File: src/core/wcc_pkg.sv
// Constants, register map and types of the window check and clip unit
package wcc_pkg;

    // ************************************************************
    // Register byte offsets
    // ************************************************************
    localparam logic [7:0] REG_CTRL  = 8'h00;
    localparam logic [7:0] REG_WLOW  = 8'h04;
    localparam logic [7:0] REG_WHIGH = 8'h08;
    localparam logic [7:0] REG_DESTINATION_START_ADDRESS = 8'h0C;
    localparam logic [7:0] REG_DEXT  = 8'h10;
    localparam logic [7:0] REG_SADDR = 8'h14;
    localparam logic [7:0] REG_CMD   = 8'h18;
    localparam logic [7:0] REG_STAT  = 8'h1C;

    // ************************************************************
    // Field positions
    // ************************************************************
    localparam int CTRL_MODE_LSB = 0;
    localparam int CTRL_MODE_MSB = 1;
    localparam int CTRL_VIE_BIT  = 2;
    localparam int CTRL_GIE_BIT  = 3;
    localparam int CMD_OP_LSB    = 0;
    localparam int CMD_OP_MSB    = 1;
    localparam int STAT_BUSY_BIT = 0;
    localparam int STAT_V_BIT    = 1;
    localparam int STAT_Z_BIT    = 2;
    localparam int STAT_PEND_BIT = 3;
    localparam int STAT_ABRT_BIT = 4;
    localparam int X_LSB         = 0;
    localparam int X_MSB         = 15;
    localparam int Y_LSB         = 16;
    localparam int Y_MSB         = 31;

    // ************************************************************
    // Values
    // ************************************************************
    localparam logic [31:0]        RST_WORD  = 32'h0000_0000;
    localparam logic [15:0]        COORD_Z   = 16'h0000;
    localparam logic signed [17:0] COORD_ONE = 18'sh00001;

    localparam logic [1:0] MODE_IGNORE = 2'h0;
    localparam logic [1:0] MODE_HIT    = 2'h1;
    localparam logic [1:0] MODE_MISS   = 2'h2;
    localparam logic [1:0] MODE_CLIP   = 2'h3;

    localparam logic [1:0] OP_PIXEL = 2'h0;
    localparam logic [1:0] OP_FILL  = 2'h1;
    localparam logic [1:0] OP_BLT   = 2'h2;
    localparam logic [1:0] OP_CLIP  = 2'h3;

    typedef enum logic [1:0] {ST_IDLE, ST_EVAL, ST_DRAW} wcc_state_t;

endpackage

File: src/core/wcc_window_check.sv
// Window check, array preclip and clip operation with APB register access
// Function
// - Mode 0 ignores the window, draws normally, raises no request.
// - Mode 1 pixel: never drawn; request only when pixel is inside.
// - Mode 2 pixel: drawn only inside; request when outside.
// - Mode 3 pixel: drawn only inside; never requests.
// - Pixel overflow: unchanged in mode 0, else set outside, cleared inside.
// - Mode 1 array: nothing drawn; request if any pixel is inside.
// - Mode 1 array hit rewrites start address and extent to the intersection.
// - Mode 1 array: overflow set wholly outside, cleared with request otherwise.
// - Mode 2 array: any pixel outside aborts with request, registers kept.
// - Mode 2 array: wholly inside clears overflow, drawn fully; else sets it.
// - Mode 3 array: only inside pixels drawn, no request, extent unchanged.
// - Mode 3 array: overflow set unless whole array lies inside.
// - Clip mode trims destination first; block transfer source trimmed to match.
// - Array in mode 0 leaves overflow unchanged.
// - Clip operation replaces start address and extent with trimmed values when any part is inside.
// - Clip operation sets zero flag when wholly outside, else clears it.
// - Clip operation sets overflow when any part outside, else clears it.
// - Inside means both coordinates within signed 16-bit inclusive bounds.
// - Start above end on any axis makes the window empty.
// - Violation sets pending; taken only with both enables; always readable.
// - A taken violation aborts the operation, keeping intermediate registers.
`timescale 1ns/100ps

module wcc_window_check #(
    parameter int ADDR_W = 8
) (
    // Clock and reset
    input  wire logic              core_clk,
    input  wire logic              rst,
    // APB slave
    input  wire logic              psel,
    input  wire logic              penable,
    input  wire logic              pwrite,
    input  wire logic [ADDR_W-1:0] paddr,
    input  wire logic [31:0]       pwdata,
    output logic      [31:0]       prdata,
    output logic                   pready,
    output logic                   pslverr,
    // Pixel write port toward the drawing engine
    output logic                   pix_valid,
    input  wire logic              pix_ready,
    output logic      [15:0]       pix_x,
    output logic      [15:0]       pix_y,
    output logic      [15:0]       pix_src_x,
    output logic      [15:0]       pix_src_y,
    // Status
    output logic                   busy,
    output logic                   win_irq
);

    // ************************************************************
    // State
    // ************************************************************
    typedef struct packed {
        wcc_pkg::wcc_state_t st;
        logic [1:0]          wmode;
        logic [1:0]          mode;
        logic [1:0]          op;
        logic                vie;
        logic                gie;
        logic [31:0]         wlo;
        logic [31:0]         whi;
        logic [31:0]         destination_start_address;
        logic [31:0]         dext;
        logic [31:0]         saddr;
        logic                v;
        logic                z;
        logic                pend;
        logic                abrt;
        logic [15:0]         cx;
        logic [15:0]         cy;
        logic [15:0]         x0;
        logic [15:0]         x1;
        logic [15:0]         y1;
        logic [15:0]         sx;
        logic [15:0]         sy;
        logic [15:0]         sx0;
        logic [31:0]         prdata;
    } wcc_regs_t;

    wcc_regs_t r_q;
    wcc_regs_t r_d;

    logic signed [17:0] wx0, wy0, wx1, wy1;
    logic signed [17:0] ax0, ay0, ax1, ay1;
    logic signed [17:0] ix0, iy0, ix1, iy1;
    logic signed [17:0] iw, ih;
    logic               win_empty, ext_zero, pix_in, any_in, all_in;
    logic               pend_set, taken, go_draw, acc_wr, pend_clr, mapped;
    logic [15:0]        bx0, by0, bx1, by1;
    logic [31:0]        rd;

    function automatic logic signed [17:0] sext(input logic [15:0] v);
        return $signed({{2{v[15]}}, v});
    endfunction

    // ************************************************************
    // Window geometry
    // ************************************************************
    always_comb
    begin
        wx0 = sext(r_q.wlo[wcc_pkg::X_MSB:wcc_pkg::X_LSB]);
        wy0 = sext(r_q.wlo[wcc_pkg::Y_MSB:wcc_pkg::Y_LSB]);
        wx1 = sext(r_q.whi[wcc_pkg::X_MSB:wcc_pkg::X_LSB]);
        wy1 = sext(r_q.whi[wcc_pkg::Y_MSB:wcc_pkg::Y_LSB]);
        ax0 = sext(r_q.destination_start_address[wcc_pkg::X_MSB:wcc_pkg::X_LSB]);
        ay0 = sext(r_q.destination_start_address[wcc_pkg::Y_MSB:wcc_pkg::Y_LSB]);
        ax1 = ax0 + $signed({2'h0, r_q.dext[wcc_pkg::X_MSB:wcc_pkg::X_LSB]}) - wcc_pkg::COORD_ONE;
        ay1 = ay0 + $signed({2'h0, r_q.dext[wcc_pkg::Y_MSB:wcc_pkg::Y_LSB]}) - wcc_pkg::COORD_ONE;
        win_empty = (wx0 > wx1) || (wy0 > wy1);
        ext_zero = (r_q.dext[wcc_pkg::X_MSB:wcc_pkg::X_LSB] == wcc_pkg::COORD_Z)
                 || (r_q.dext[wcc_pkg::Y_MSB:wcc_pkg::Y_LSB] == wcc_pkg::COORD_Z);
        ix0 = (ax0 > wx0) ? ax0 : wx0;
        iy0 = (ay0 > wy0) ? ay0 : wy0;
        ix1 = (ax1 < wx1) ? ax1 : wx1;
        iy1 = (ay1 < wy1) ? ay1 : wy1;
        iw = ix1 - ix0 + wcc_pkg::COORD_ONE;
        ih = iy1 - iy0 + wcc_pkg::COORD_ONE;
        pix_in = !win_empty && (ax0 >= wx0) && (ax0 <= wx1) && (ay0 >= wy0) && (ay0 <= wy1);
        any_in = !win_empty && !ext_zero && (ix0 <= ix1) && (iy0 <= iy1);
        // Zero extent counts as vacuously inside a non-empty window
        all_in = !win_empty && (ext_zero
               || ((ax0 >= wx0) && (ax1 <= wx1) && (ay0 >= wy0) && (ay1 <= wy1)));
    end

    // ************************************************************
    // Register read mux and decode
    // ************************************************************
    always_comb
    begin
        rd = wcc_pkg::RST_WORD;
        mapped = 1'b1;
        case (paddr)
            wcc_pkg::REG_CTRL:
            begin
                rd[wcc_pkg::CTRL_MODE_MSB:wcc_pkg::CTRL_MODE_LSB] = r_q.wmode;
                rd[wcc_pkg::CTRL_VIE_BIT] = r_q.vie;
                rd[wcc_pkg::CTRL_GIE_BIT] = r_q.gie;
            end
            wcc_pkg::REG_WLOW:  rd = r_q.wlo;
            wcc_pkg::REG_WHIGH: rd = r_q.whi;
            wcc_pkg::REG_DESTINATION_START_ADDRESS: rd = r_q.destination_start_address;
            wcc_pkg::REG_DEXT:  rd = r_q.dext;
            wcc_pkg::REG_SADDR: rd = r_q.saddr;
            wcc_pkg::REG_CMD:   rd[wcc_pkg::CMD_OP_MSB:wcc_pkg::CMD_OP_LSB] = r_q.op;
            wcc_pkg::REG_STAT:
            begin
                rd[wcc_pkg::STAT_BUSY_BIT] = (r_q.st != wcc_pkg::ST_IDLE);
                rd[wcc_pkg::STAT_V_BIT]    = r_q.v;
                rd[wcc_pkg::STAT_Z_BIT]    = r_q.z;
                rd[wcc_pkg::STAT_PEND_BIT] = r_q.pend;
                rd[wcc_pkg::STAT_ABRT_BIT] = r_q.abrt;
            end
            default: mapped = 1'b0;
        endcase
    end

    // ************************************************************
    // Next state
    // ************************************************************
    always_comb
    begin
        r_d = r_q;
        pend_set = 1'b0;
        go_draw = 1'b0;
        taken = r_q.vie && r_q.gie;
        acc_wr = psel && penable && pwrite && mapped;
        pend_clr = acc_wr && (paddr == wcc_pkg::REG_STAT) && pwdata[wcc_pkg::STAT_PEND_BIT];
        bx0 = ax0[15:0];
        by0 = ay0[15:0];
        bx1 = ax1[15:0];
        by1 = ay1[15:0];

        // Read data captured in setup so a zero-wait access phase can return it
        if (psel && !penable && !pwrite)
        begin
            r_d.prdata = rd;
        end

        // Geometry writes only while idle; an operation owns them while busy
        if (acc_wr && (r_q.st == wcc_pkg::ST_IDLE))
        begin
            case (paddr)
                wcc_pkg::REG_CTRL:
                begin
                    r_d.wmode = pwdata[wcc_pkg::CTRL_MODE_MSB:wcc_pkg::CTRL_MODE_LSB];
                    r_d.vie   = pwdata[wcc_pkg::CTRL_VIE_BIT];
                    r_d.gie   = pwdata[wcc_pkg::CTRL_GIE_BIT];
                end
                wcc_pkg::REG_WLOW:  r_d.wlo = pwdata;
                wcc_pkg::REG_WHIGH: r_d.whi = pwdata;
                wcc_pkg::REG_DESTINATION_START_ADDRESS: r_d.destination_start_address = pwdata;
                wcc_pkg::REG_DEXT:  r_d.dext = pwdata;
                wcc_pkg::REG_SADDR: r_d.saddr = pwdata;
                wcc_pkg::REG_CMD:
                begin
                    r_d.op = pwdata[wcc_pkg::CMD_OP_MSB:wcc_pkg::CMD_OP_LSB];
                    r_d.mode = r_q.wmode;
                    r_d.abrt = 1'b0;
                    r_d.st = wcc_pkg::ST_EVAL;
                end
                default: ;
            endcase
        end

        unique case (r_q.st)
            wcc_pkg::ST_IDLE: ;
            wcc_pkg::ST_EVAL:
            begin
                r_d.st = wcc_pkg::ST_IDLE;
                unique case (r_q.op)
                    wcc_pkg::OP_PIXEL:
                    begin
                        bx1 = bx0;
                        by1 = by0;
                        if (r_q.mode != wcc_pkg::MODE_IGNORE)
                        begin
                            r_d.v = !pix_in;
                        end
                        unique case (r_q.mode)
                            wcc_pkg::MODE_IGNORE: go_draw = 1'b1;
                            wcc_pkg::MODE_HIT:    pend_set = pix_in;
                            wcc_pkg::MODE_MISS:
                            begin
                                go_draw = pix_in;
                                pend_set = !pix_in;
                            end
                            wcc_pkg::MODE_CLIP:   go_draw = pix_in;
                        endcase
                    end
                    wcc_pkg::OP_CLIP:
                    begin
                        if (any_in)
                        begin
                            r_d.destination_start_address = {iy0[15:0], ix0[15:0]};
                            r_d.dext = {ih[15:0], iw[15:0]};
                        end
                        r_d.z = !any_in;
                        r_d.v = !all_in;
                    end
                    wcc_pkg::OP_FILL, wcc_pkg::OP_BLT:
                    begin
                        unique case (r_q.mode)
                            wcc_pkg::MODE_IGNORE: go_draw = !ext_zero;
                            wcc_pkg::MODE_HIT:
                            begin
                                r_d.v = !any_in;
                                pend_set = any_in;
                                if (any_in)
                                begin
                                    r_d.destination_start_address = {iy0[15:0], ix0[15:0]};
                                    r_d.dext = {ih[15:0], iw[15:0]};
                                end
                            end
                            wcc_pkg::MODE_MISS:
                            begin
                                r_d.v = !all_in;
                                pend_set = !all_in;
                                r_d.abrt = !all_in;
                                go_draw = all_in && !ext_zero;
                            end
                            wcc_pkg::MODE_CLIP:
                            begin
                                r_d.v = !all_in;
                                go_draw = any_in;
                                bx0 = ix0[15:0];
                                by0 = iy0[15:0];
                                bx1 = ix1[15:0];
                                by1 = iy1[15:0];
                            end
                        endcase
                    end
                endcase
                // taken violation ends the operation here
                if (pend_set && taken)
                begin
                    r_d.abrt = 1'b1;
                    go_draw = 1'b0;
                end
                if (go_draw)
                begin
                    r_d.st = wcc_pkg::ST_DRAW;
                    r_d.cx = bx0;
                    r_d.cy = by0;
                    r_d.x0 = bx0;
                    r_d.x1 = bx1;
                    r_d.y1 = by1;
                    // source shifted by the destination trim
                    r_d.sx0 = r_q.saddr[wcc_pkg::X_MSB:wcc_pkg::X_LSB] + (bx0 - ax0[15:0]);
                    r_d.sx = r_q.saddr[wcc_pkg::X_MSB:wcc_pkg::X_LSB] + (bx0 - ax0[15:0]);
                    r_d.sy = r_q.saddr[wcc_pkg::Y_MSB:wcc_pkg::Y_LSB] + (by0 - ay0[15:0]);
                end
            end
            wcc_pkg::ST_DRAW:
            begin
                if (pix_ready)
                begin
                    if (r_q.cx == r_q.x1)
                    begin
                        r_d.cx = r_q.x0;
                        r_d.sx = r_q.sx0;
                        r_d.cy = r_q.cy + 16'h0001;
                        r_d.sy = r_q.sy + 16'h0001;
                        if (r_q.cy == r_q.y1)
                        begin
                            r_d.st = wcc_pkg::ST_IDLE;
                        end
                    end
                    else
                    begin
                        r_d.cx = r_q.cx + 16'h0001;
                        r_d.sx = r_q.sx + 16'h0001;
                    end
                end
            end
        endcase

        r_d.pend = (r_q.pend && !pend_clr) || pend_set;
    end

    always_ff @(posedge core_clk or posedge rst)
    begin
        if (rst)
        begin
            r_q <= '0;
        end
        else
        begin
            r_q <= r_d;
        end
    end

    // ************************************************************
    // Outputs
    // ************************************************************
    assign prdata    = r_q.prdata;
    assign pready    = 1'b1;
    assign pslverr   = psel && penable && !mapped;
    assign pix_valid = (r_q.st == wcc_pkg::ST_DRAW);
    assign pix_x     = r_q.cx;
    assign pix_y     = r_q.cy;
    assign pix_src_x = r_q.sx;
    assign pix_src_y = r_q.sy;
    assign busy      = (r_q.st != wcc_pkg::ST_IDLE);
    // Gated request; pending bit keeps the event when gates are closed
    assign win_irq   = r_q.pend && r_q.vie && r_q.gie;

    // ************************************************************
    // Assertions
    // ************************************************************
    AST_MODE0_QUIET: assert property (@(posedge core_clk) disable iff (rst)
        (r_q.st == wcc_pkg::ST_EVAL) && (r_q.mode == wcc_pkg::MODE_IGNORE)
        && (r_q.op != wcc_pkg::OP_CLIP) |-> !pend_set ##1 $stable(r_q.v))
        else $error("mode 0 raised a request or moved overflow");
    AST_HIT_PIXEL: assert property (@(posedge core_clk) disable iff (rst)
        (r_q.st == wcc_pkg::ST_EVAL) && (r_q.op == wcc_pkg::OP_PIXEL)
        && (r_q.mode == wcc_pkg::MODE_HIT) |-> (pend_set == pix_in) ##1 !pix_valid)
        else $error("hit mode pixel drew or misreported");
    AST_MISS_PIXEL: assert property (@(posedge core_clk) disable iff (rst)
        (r_q.st == wcc_pkg::ST_EVAL) && (r_q.op == wcc_pkg::OP_PIXEL)
        && (r_q.mode == wcc_pkg::MODE_MISS) |-> (pend_set == !pix_in))
        else $error("miss mode pixel request wrong");
    AST_CLIP_QUIET: assert property (@(posedge core_clk) disable iff (rst)
        (r_q.st == wcc_pkg::ST_EVAL) && (r_q.mode == wcc_pkg::MODE_CLIP) |-> !pend_set)
        else $error("clip mode requested an interrupt");
    AST_PIXEL_V: assert property (@(posedge core_clk) disable iff (rst)
        (r_q.st == wcc_pkg::ST_EVAL) && (r_q.op == wcc_pkg::OP_PIXEL)
        && (r_q.mode != wcc_pkg::MODE_IGNORE) |=> (r_q.v == !$past(pix_in)))
        else $error("pixel overflow flag wrong");
    AST_HIT_REWRITE: assert property (@(posedge core_clk) disable iff (rst)
        (r_q.st == wcc_pkg::ST_EVAL) && (r_q.op == wcc_pkg::OP_FILL)
        && (r_q.mode == wcc_pkg::MODE_HIT) && any_in
        |=> (r_q.destination_start_address[15:0] == $past(ix0[15:0])) && (r_q.dext[15:0] == $past(iw[15:0])))
        else $error("hit mode intersection not written back");
    AST_HIT_V: assert property (@(posedge core_clk) disable iff (rst)
        (r_q.st == wcc_pkg::ST_EVAL) && (r_q.op != wcc_pkg::OP_PIXEL)
        && (r_q.op != wcc_pkg::OP_CLIP) && (r_q.mode == wcc_pkg::MODE_HIT)
        |=> (r_q.v == !$past(any_in)) && (r_q.pend || !$past(any_in)))
        else $error("hit mode array flag or request wrong");
    AST_MISS_ABORT: assert property (@(posedge core_clk) disable iff (rst)
        (r_q.st == wcc_pkg::ST_EVAL) && (r_q.op == wcc_pkg::OP_BLT)
        && (r_q.mode == wcc_pkg::MODE_MISS) && !all_in
        |=> !busy && $stable(r_q.destination_start_address) && $stable(r_q.dext) && r_q.pend)
        else $error("miss mode array did not abort cleanly");
    AST_CLIP_Z: assert property (@(posedge core_clk) disable iff (rst)
        (r_q.st == wcc_pkg::ST_EVAL) && (r_q.op == wcc_pkg::OP_CLIP)
        |=> (r_q.z == !$past(any_in)))
        else $error("clip operation zero flag wrong");
    AST_CLIP_V: assert property (@(posedge core_clk) disable iff (rst)
        (r_q.st == wcc_pkg::ST_EVAL) && (r_q.op == wcc_pkg::OP_CLIP)
        |=> (r_q.v == !$past(all_in)))
        else $error("clip operation overflow flag wrong");
    AST_MODE_HELD: assert property (@(posedge core_clk) disable iff (rst)
        busy ##1 busy |-> $stable(r_q.mode))
        else $error("window mode changed during an operation");

endmodule

File: config.mk
export PLATFORM = sky130hd
export DESIGN_NAME = wcc_window_check
export DESIGN_NICKNAME = d
export VERILOG_FILES = /design/src/core/wcc_pkg.sv /design/src/core/wcc_window_check.sv
export SDC_FILE = /design/constraint.sdc
export NUM_CORES = 2
export LEC_CHECK = 0
export BUFFER_PORTS_ARGS = -buffer_cell sky130_fd_sc_hd__buf_2
export CORE_MARGIN = 2
export CORE_UTILIZATION = 31
export DETAILED_ROUTE_END_ITERATION = 10
export GPL_TIMING_DRIVEN = 0
export PLACE_DENSITY_LB_ADDON = 0.3
export SLEW_MARGIN = 10
export SYNTH_ARGS = -nofsm -noshare
export SYNTH_HDL_FRONTEND = slang
export SYNTH_SLANG_ARGS = --single-unit
export TNS_END_PERCENT = 1
File: constraint.sdc
create_clock -name core_clk -period 30.3 [get_ports core_clk]
set_input_delay 3.03 -clock core_clk [delete_from_list [all_inputs] [get_ports core_clk]]
set_output_delay 3.03 -clock core_clk [all_outputs]
set_load 0.02 [all_outputs]
Word-level counts from Yosys, hierarchy flattened
Cells that the tools add are included.

$add $sub $neg: 16. $lt $le $gt $ge: 14. Equal/unequal tests: 22. Muxes and demuxes: 66. Reduce and logical (&&, ||, !) cells: 61.

Operator list (number): $mux W32 (7); $mux W16 (12); $mux W64 (3); $mux W170 (1); $pmux W27 S5 (1); $mux W128 (1); $pmux W32 S2 (2); $pmux W64 S2 (1); $mux W18 (4); $add A16 B1 Y16 const B (4); $gt A16 B16 Y1 (4); $pmux W16 S2 (2); $sub A16 B16 Y16 (4); $add A16 B17 Y18 (2); $le A18 B16 Y1 (2); $le A18 B18 Y1 (2); $lt A18 B16 Y1 (2); $sub A18 B2 Y18 const B (2); $add A16 B16 Y16 (2); $add A16 B2 Y16 const B (2); $eq A16 B16 Y1 (2); $eq A8 B5 Y1 const B (4); $ge A16 B16 Y1 (2); $le A16 B16 Y1 (2); 28 further kinds (109).

Register bits: 334. Bits of input ports: 46. Output and inout bits: 101. Logic and storage cells: 203.

Depth between registers and ports, before layout
Depth after elaboration: 17. Mapped depth: 39. Gate-level depth less buffers: 37.

Least setup slack after synthesis
Ideal clock, no wire load.

Path kind: reg2reg. Start point: reg r_q (netlist bit ax0[1]). End point: reg r_q (netlist bit pix_src_y[0]). Setup time: 0.125 ns. Arrival time: 7.769 ns. Setup slack: 22.406 ns. Cell stages (with the launch flop): 37. Path buffers: 3. Period minus slack after synthesis: 7.894 ns. Path through: dfrtp_1 inv_1 ha_1 inv_1 ha_1 inv_1 fa_1 nor2b_1 o21ai_0 a21boi_0 o21ai_0 a211oi_1 nor3_1 o31ai_1 a21oi_1 nor3b_1 nor2_1 ha_1 nand3_1 o311ai_0 a31oi_1 nor2_1 clkbuf_1 mux2_2 ha_1 nand4_1 or4_1 a2bb2oi_1 o31a_1 a2111oi_2 nand3_1 o221a_1 o32ai_4 o211a_1 buf_2 buf_4 mux2_2.

Longest elaborated chain between the ends: 17. Elaborated cells between the ends (all ways): 36. Those cells by class: add/sub: 2; order compare: 6; eq/ne: 1; mux: 11; reduce/logical: 16.

RTL lines: from (decl) (line wcc_window_check.sv:83) `wcc_regs_t r_q;`; from (signal assigned) (line wcc_window_check.sv:331) `r_q <= r_d;`; branches (longest 13 deep; another with $add A16 B17 Y18); $mux W1 (*) (line wcc_window_check.sv:277) `if (pend_set && taken)`; $mux W1 (*) (line wcc_window_check.sv:208) `unique case (r_q.st)`; $ne A2 B2 Y1 (no source line) (*); $reduce_and A4 Y1 (no source line) (*).

Mark *: on every way between the ends. The select of a mux whose other input is x is not followed. A chain may end at the register's enable or synchronous reset.

==> impl_metrics.py <==
metrics = {
    "outcome": {
        "run_status": "finished clean",
    },
    "floorplanning": {
        "die_width_microns": 308,
        "dieHeight_microns": 308,
        "floorplan.core_area_sq_um": 91800,
        "start_util_pct": 31.3,
        "die_footprint_sq_um": 95100,
        "io_pins": 147,
        "rows": 111,
    },
    "finish": {
        "fin_util_pct": 35.4,
        "fraction_of_layout_instances_using_a_drive_strength_above_1_pct": 13.5,
        "area_delta_synth_final_pct": 13.1,
        "fin_cells": 4744,
        "finalNetCount": 3883,
    },
    "drt": {
        "dr.first_iter.drc_count": 2686,
        "vias": 26200,
        "ant_nets": 0,
        "wirelength_mm": 117,
        "detail_route.drc_violations": 0,
        "dr.pass1.iters": 8,
        "avgViaCountPerCell": 5.53,
        "routed_wire_length_per_instance_microns": 24.6,
    },
    "setup_path": {
        "worst_r2r_startpoint": "ax0[1]",
        "worst_ep_arrival_time_ps": 11570,
        "worst-setup-path-type": "reg2reg",
        "ff2ff_path_depth": 35,
        "crit_path_max_incr_delay_ps": 970,
        "critical_path_fanout_max": 10,
        "crit-reg2reg-capture": "r_q[200]",
        "critical_path.top_delay_family": "compound AO/OA/AOI/OAI gates",
        "worstPathBufferInverterCount": 7,
        "reg2reg_setup_slack_ps": 19150,
        "worstSetupEndpointType": "register",
        "crit_slowest_cell": "sky130_fd_sc_hd__buf_1",
        "crit_path_start_kind": "register",
        "required_ps": 30730,
    },
    "yosys": {
        "synthesized_netlist_cell_count": 3278,
        "synth.avg_cell_area_sq_um": 8.76,
        "yosysSeqAreaShare_pct": 29.1,
        "synth.ff_latch_count": 334,
        "synth-async-reset-ratio_pct": 100,
        "yosys.area.top_type": "sky130_fd_sc_hd__dfrtp_1",
        "yosys-top-cells-area": "sky130_fd_sc_hd__dfrtp_1 (29%), sky130_fd_sc_hd__ha_1 (15%), sky130_fd_sc_hd__inv_1 (4.8%)",
        "number_of_synthesized_flops_with_an_enable_pin": 0,
        "synth_warnings": 0,
        "syn_area_sq_um": 28700,
        "most_common_cell_in_the_netlist": "sky130_fd_sc_hd__inv_1",
        "top_area_cell_type_share_of_the_netlist_area_pct": 29.1,
        "yosysUniqueCellTypes": 83,
        "synth.top_cells.by_count": "sky130_fd_sc_hd__inv_1 (368), sky130_fd_sc_hd__dfrtp_1 (334), sky130_fd_sc_hd__ha_1 (333)",
        "mappedNetlistNets": 3695,
        "dominantRegCellSynth": "sky130_fd_sc_hd__dfrtp_1",
    },
    "pwr": {
        "vdd.ir_drop.worst_mv": 0.0327,
        "power.density_nw_per_um2": 32.1,
        "cellLeakagePower_nw": 15.9,
    },
    "cts": {
        "cts_sinks": 334,
        "postCtsResizedCells": 0,
        "cts-buffers-inserted": 40,
        "tritoncts": "done",
        "cts-root-buf": "sky130_fd_sc_hd__clkbuf_16",
        "hold_buffers": 0,
        "post-cts-setup-buffers": 0,
        "buffer_levels_on_the_longest_clock_path": 3,
        "worstSkewPairLatency_ps": 620,
        "cts_max_level": 2,
        "clkTransAtPathRegs_ps": 60,
    },
    "placed_design": {
        "placed_cells_incl_taps": 4667,
        "place_congestion": 0.989,
        "port_buffers": 143,
        "hpwl_mm": 92.8,
    },
    "min_path": {
        "timing.hold.worst_endpoint": "prdata[4]",
        "hold_path_startpoint": "prdata[4]",
        "whs_path_depth": 2,
        "min_path_type": "reg2reg",
    },
    "sta": {
        "rsz0062_at_grt": "no",
        "timing.final.setup_violations": 0,
        "slew_viol_final": 0,
        "period_needed_ps": 11150,
        "tightestPinTransition_ps": 1320,
        "timing.final.crit_share_pct": 36.8,
        "total_neg_setup_slack_ps": 0,
        "fmaxAchievable_ghz": 0.0897,
        "timing.max_slew.rel_slack_pct": 10.8,
        "finalHoldViolCount": 0,
        "timing.clock.skew_ps": 26.1,
    },
    "grt": {
        "antenna_found_initial": 15,
        "grt_start_max_net_pins": 108,
        "grt_overflow": 0,
        "groute.usage.overall_pct": 24.2,
        "grt_pass1_wl_mm": 170,
        "via_count_of_the_first_global_routing_pass": 25100,
    },
    "job": {
        "drv.max_cap_violation_count": 0,
    },
}
-- where the power goes --
| part | leakage, nW | total (W) | switching (W) | internal [W] |
|---|---|---|---|---|
| clock | 0.665 | 0.000529 | 0.000221 | 0.000308 |
| combinational | 11.1 | 0.0000560 | 0.0000363 | 0.0000197 |
| sequential | 4.20 | 0.000457 | 0.00000527 | 0.000452 |
-- flip-flops by register name, indices dropped and copies added (netlist names) --
signal,flops
ax0,16
ay0,16
pix_src_x,16
pix_src_y,16
pix_x,16
pix_y,16
prdata,32
r_q,206
-- kinds of logic (layout without fill, tap and decap cells) --
group	after synthesis	count (layout)	share of synthesized area (%)
AND/OR/NAND/NOR	739	739	11.8
adder cells (fa/ha/maj)	371	371	17.2
XOR/XNOR	144	144	4.39
flip-flops	334	334	29.1
other	1	4	0.0131
AO/OA/AOI/OAI	854	854	19.8
buffers and inverters	615	835	9.46
multiplexers	220	220	8.26
-- final cells by class --
| cell class | count | area [sq um] |
|---|---|---|
| fillers | 9642 | 59300 |
| well taps | 1243 | 1560 |
| repair buffers | 146 | 798 |
| flip-flops and latches | 334 | 8360 |
| diodes | 3 | 7.51 |
| inverters | 369 | 1390 |
| multi-input cells | 2329 | 17600 |
| clock buffers | 58 | 1110 |
| plain buffers | 246 | 1330 |
| clock inverters | 16 | 273 |
-- worst max-delay path by stage --
stage / start / end / slack, ps / cells past startpoint
4_1_cts: ax0[1] / pix_x[13] / 19450 / 37
5_1_grt: ax0[1] / r_q[127] / 18770 / 38
3_5_place_dp: ax0[1] / r_q[111] / 19550 / 38
6_report: ax0[1] / r_q[200] / 19150 / 35
2_1_floorplan: rst / ax0[0] / 18020 / 1
3_3_place_gp: rst / prdata[11] / 13390 / 2
-- layer usage --
layer	vias up	global-route usage, %	part of all wire [%]
li1	12000	-	-
met1	12900	33.8	45
met2	1078	37.6	44
met3	172	4.49	8.4
met4	16	7.16	3.0
met5	-	0	0.086
-- through the flow --
step / power, W / setup WS [ps] / cell area (sq um) / hold WS [ps]
global route: 0.00107 / 18770 / 32500 / 499
global placement: 0.000521 / 13390 / 31000 / 463
finish: 0.00104 / 19150 / 32500 / 482
detailed placement: 0.000522 / 19550 / 31100 / 471
CTS: 0.00105 / 19450 / 32500 / 484
floorplan: 0.000497 / 18020 / 28700 / 449
-- cell usage in the layout (no fill, tap or decap), drive strengths merged, types with 12 or more instances in the layout --
cell    count
buf       283
a222oi     46
or3        16
nor3       43
clkbuf    167
nor4       21
inv       370
nor2b      16
o21bai     21
ha        333
xor2       86
a211oi     15
o31ai      16
a31oi      50
fa         38
nand2b     12
nand3      66
o21a       32
o311ai     13
o21ai     190
xnor2      58
and3       23
dfrtp     334
o211ai     50
nand2     286
mux2i      99
a21o       42
a22o       19
nand4      58
nor2      172
o22ai      72
a21oi     181
mux2      121
-- worst min-delay path, cell delays in order, from the launching register on --
cell,delay (ps)
sky130_fd_sc_hd__dfrtp_1,340
sky130_fd_sc_hd__nand2_1,50
sky130_fd_sc_hd__o21ai_0,60
(Power assumes the default switching activity.)
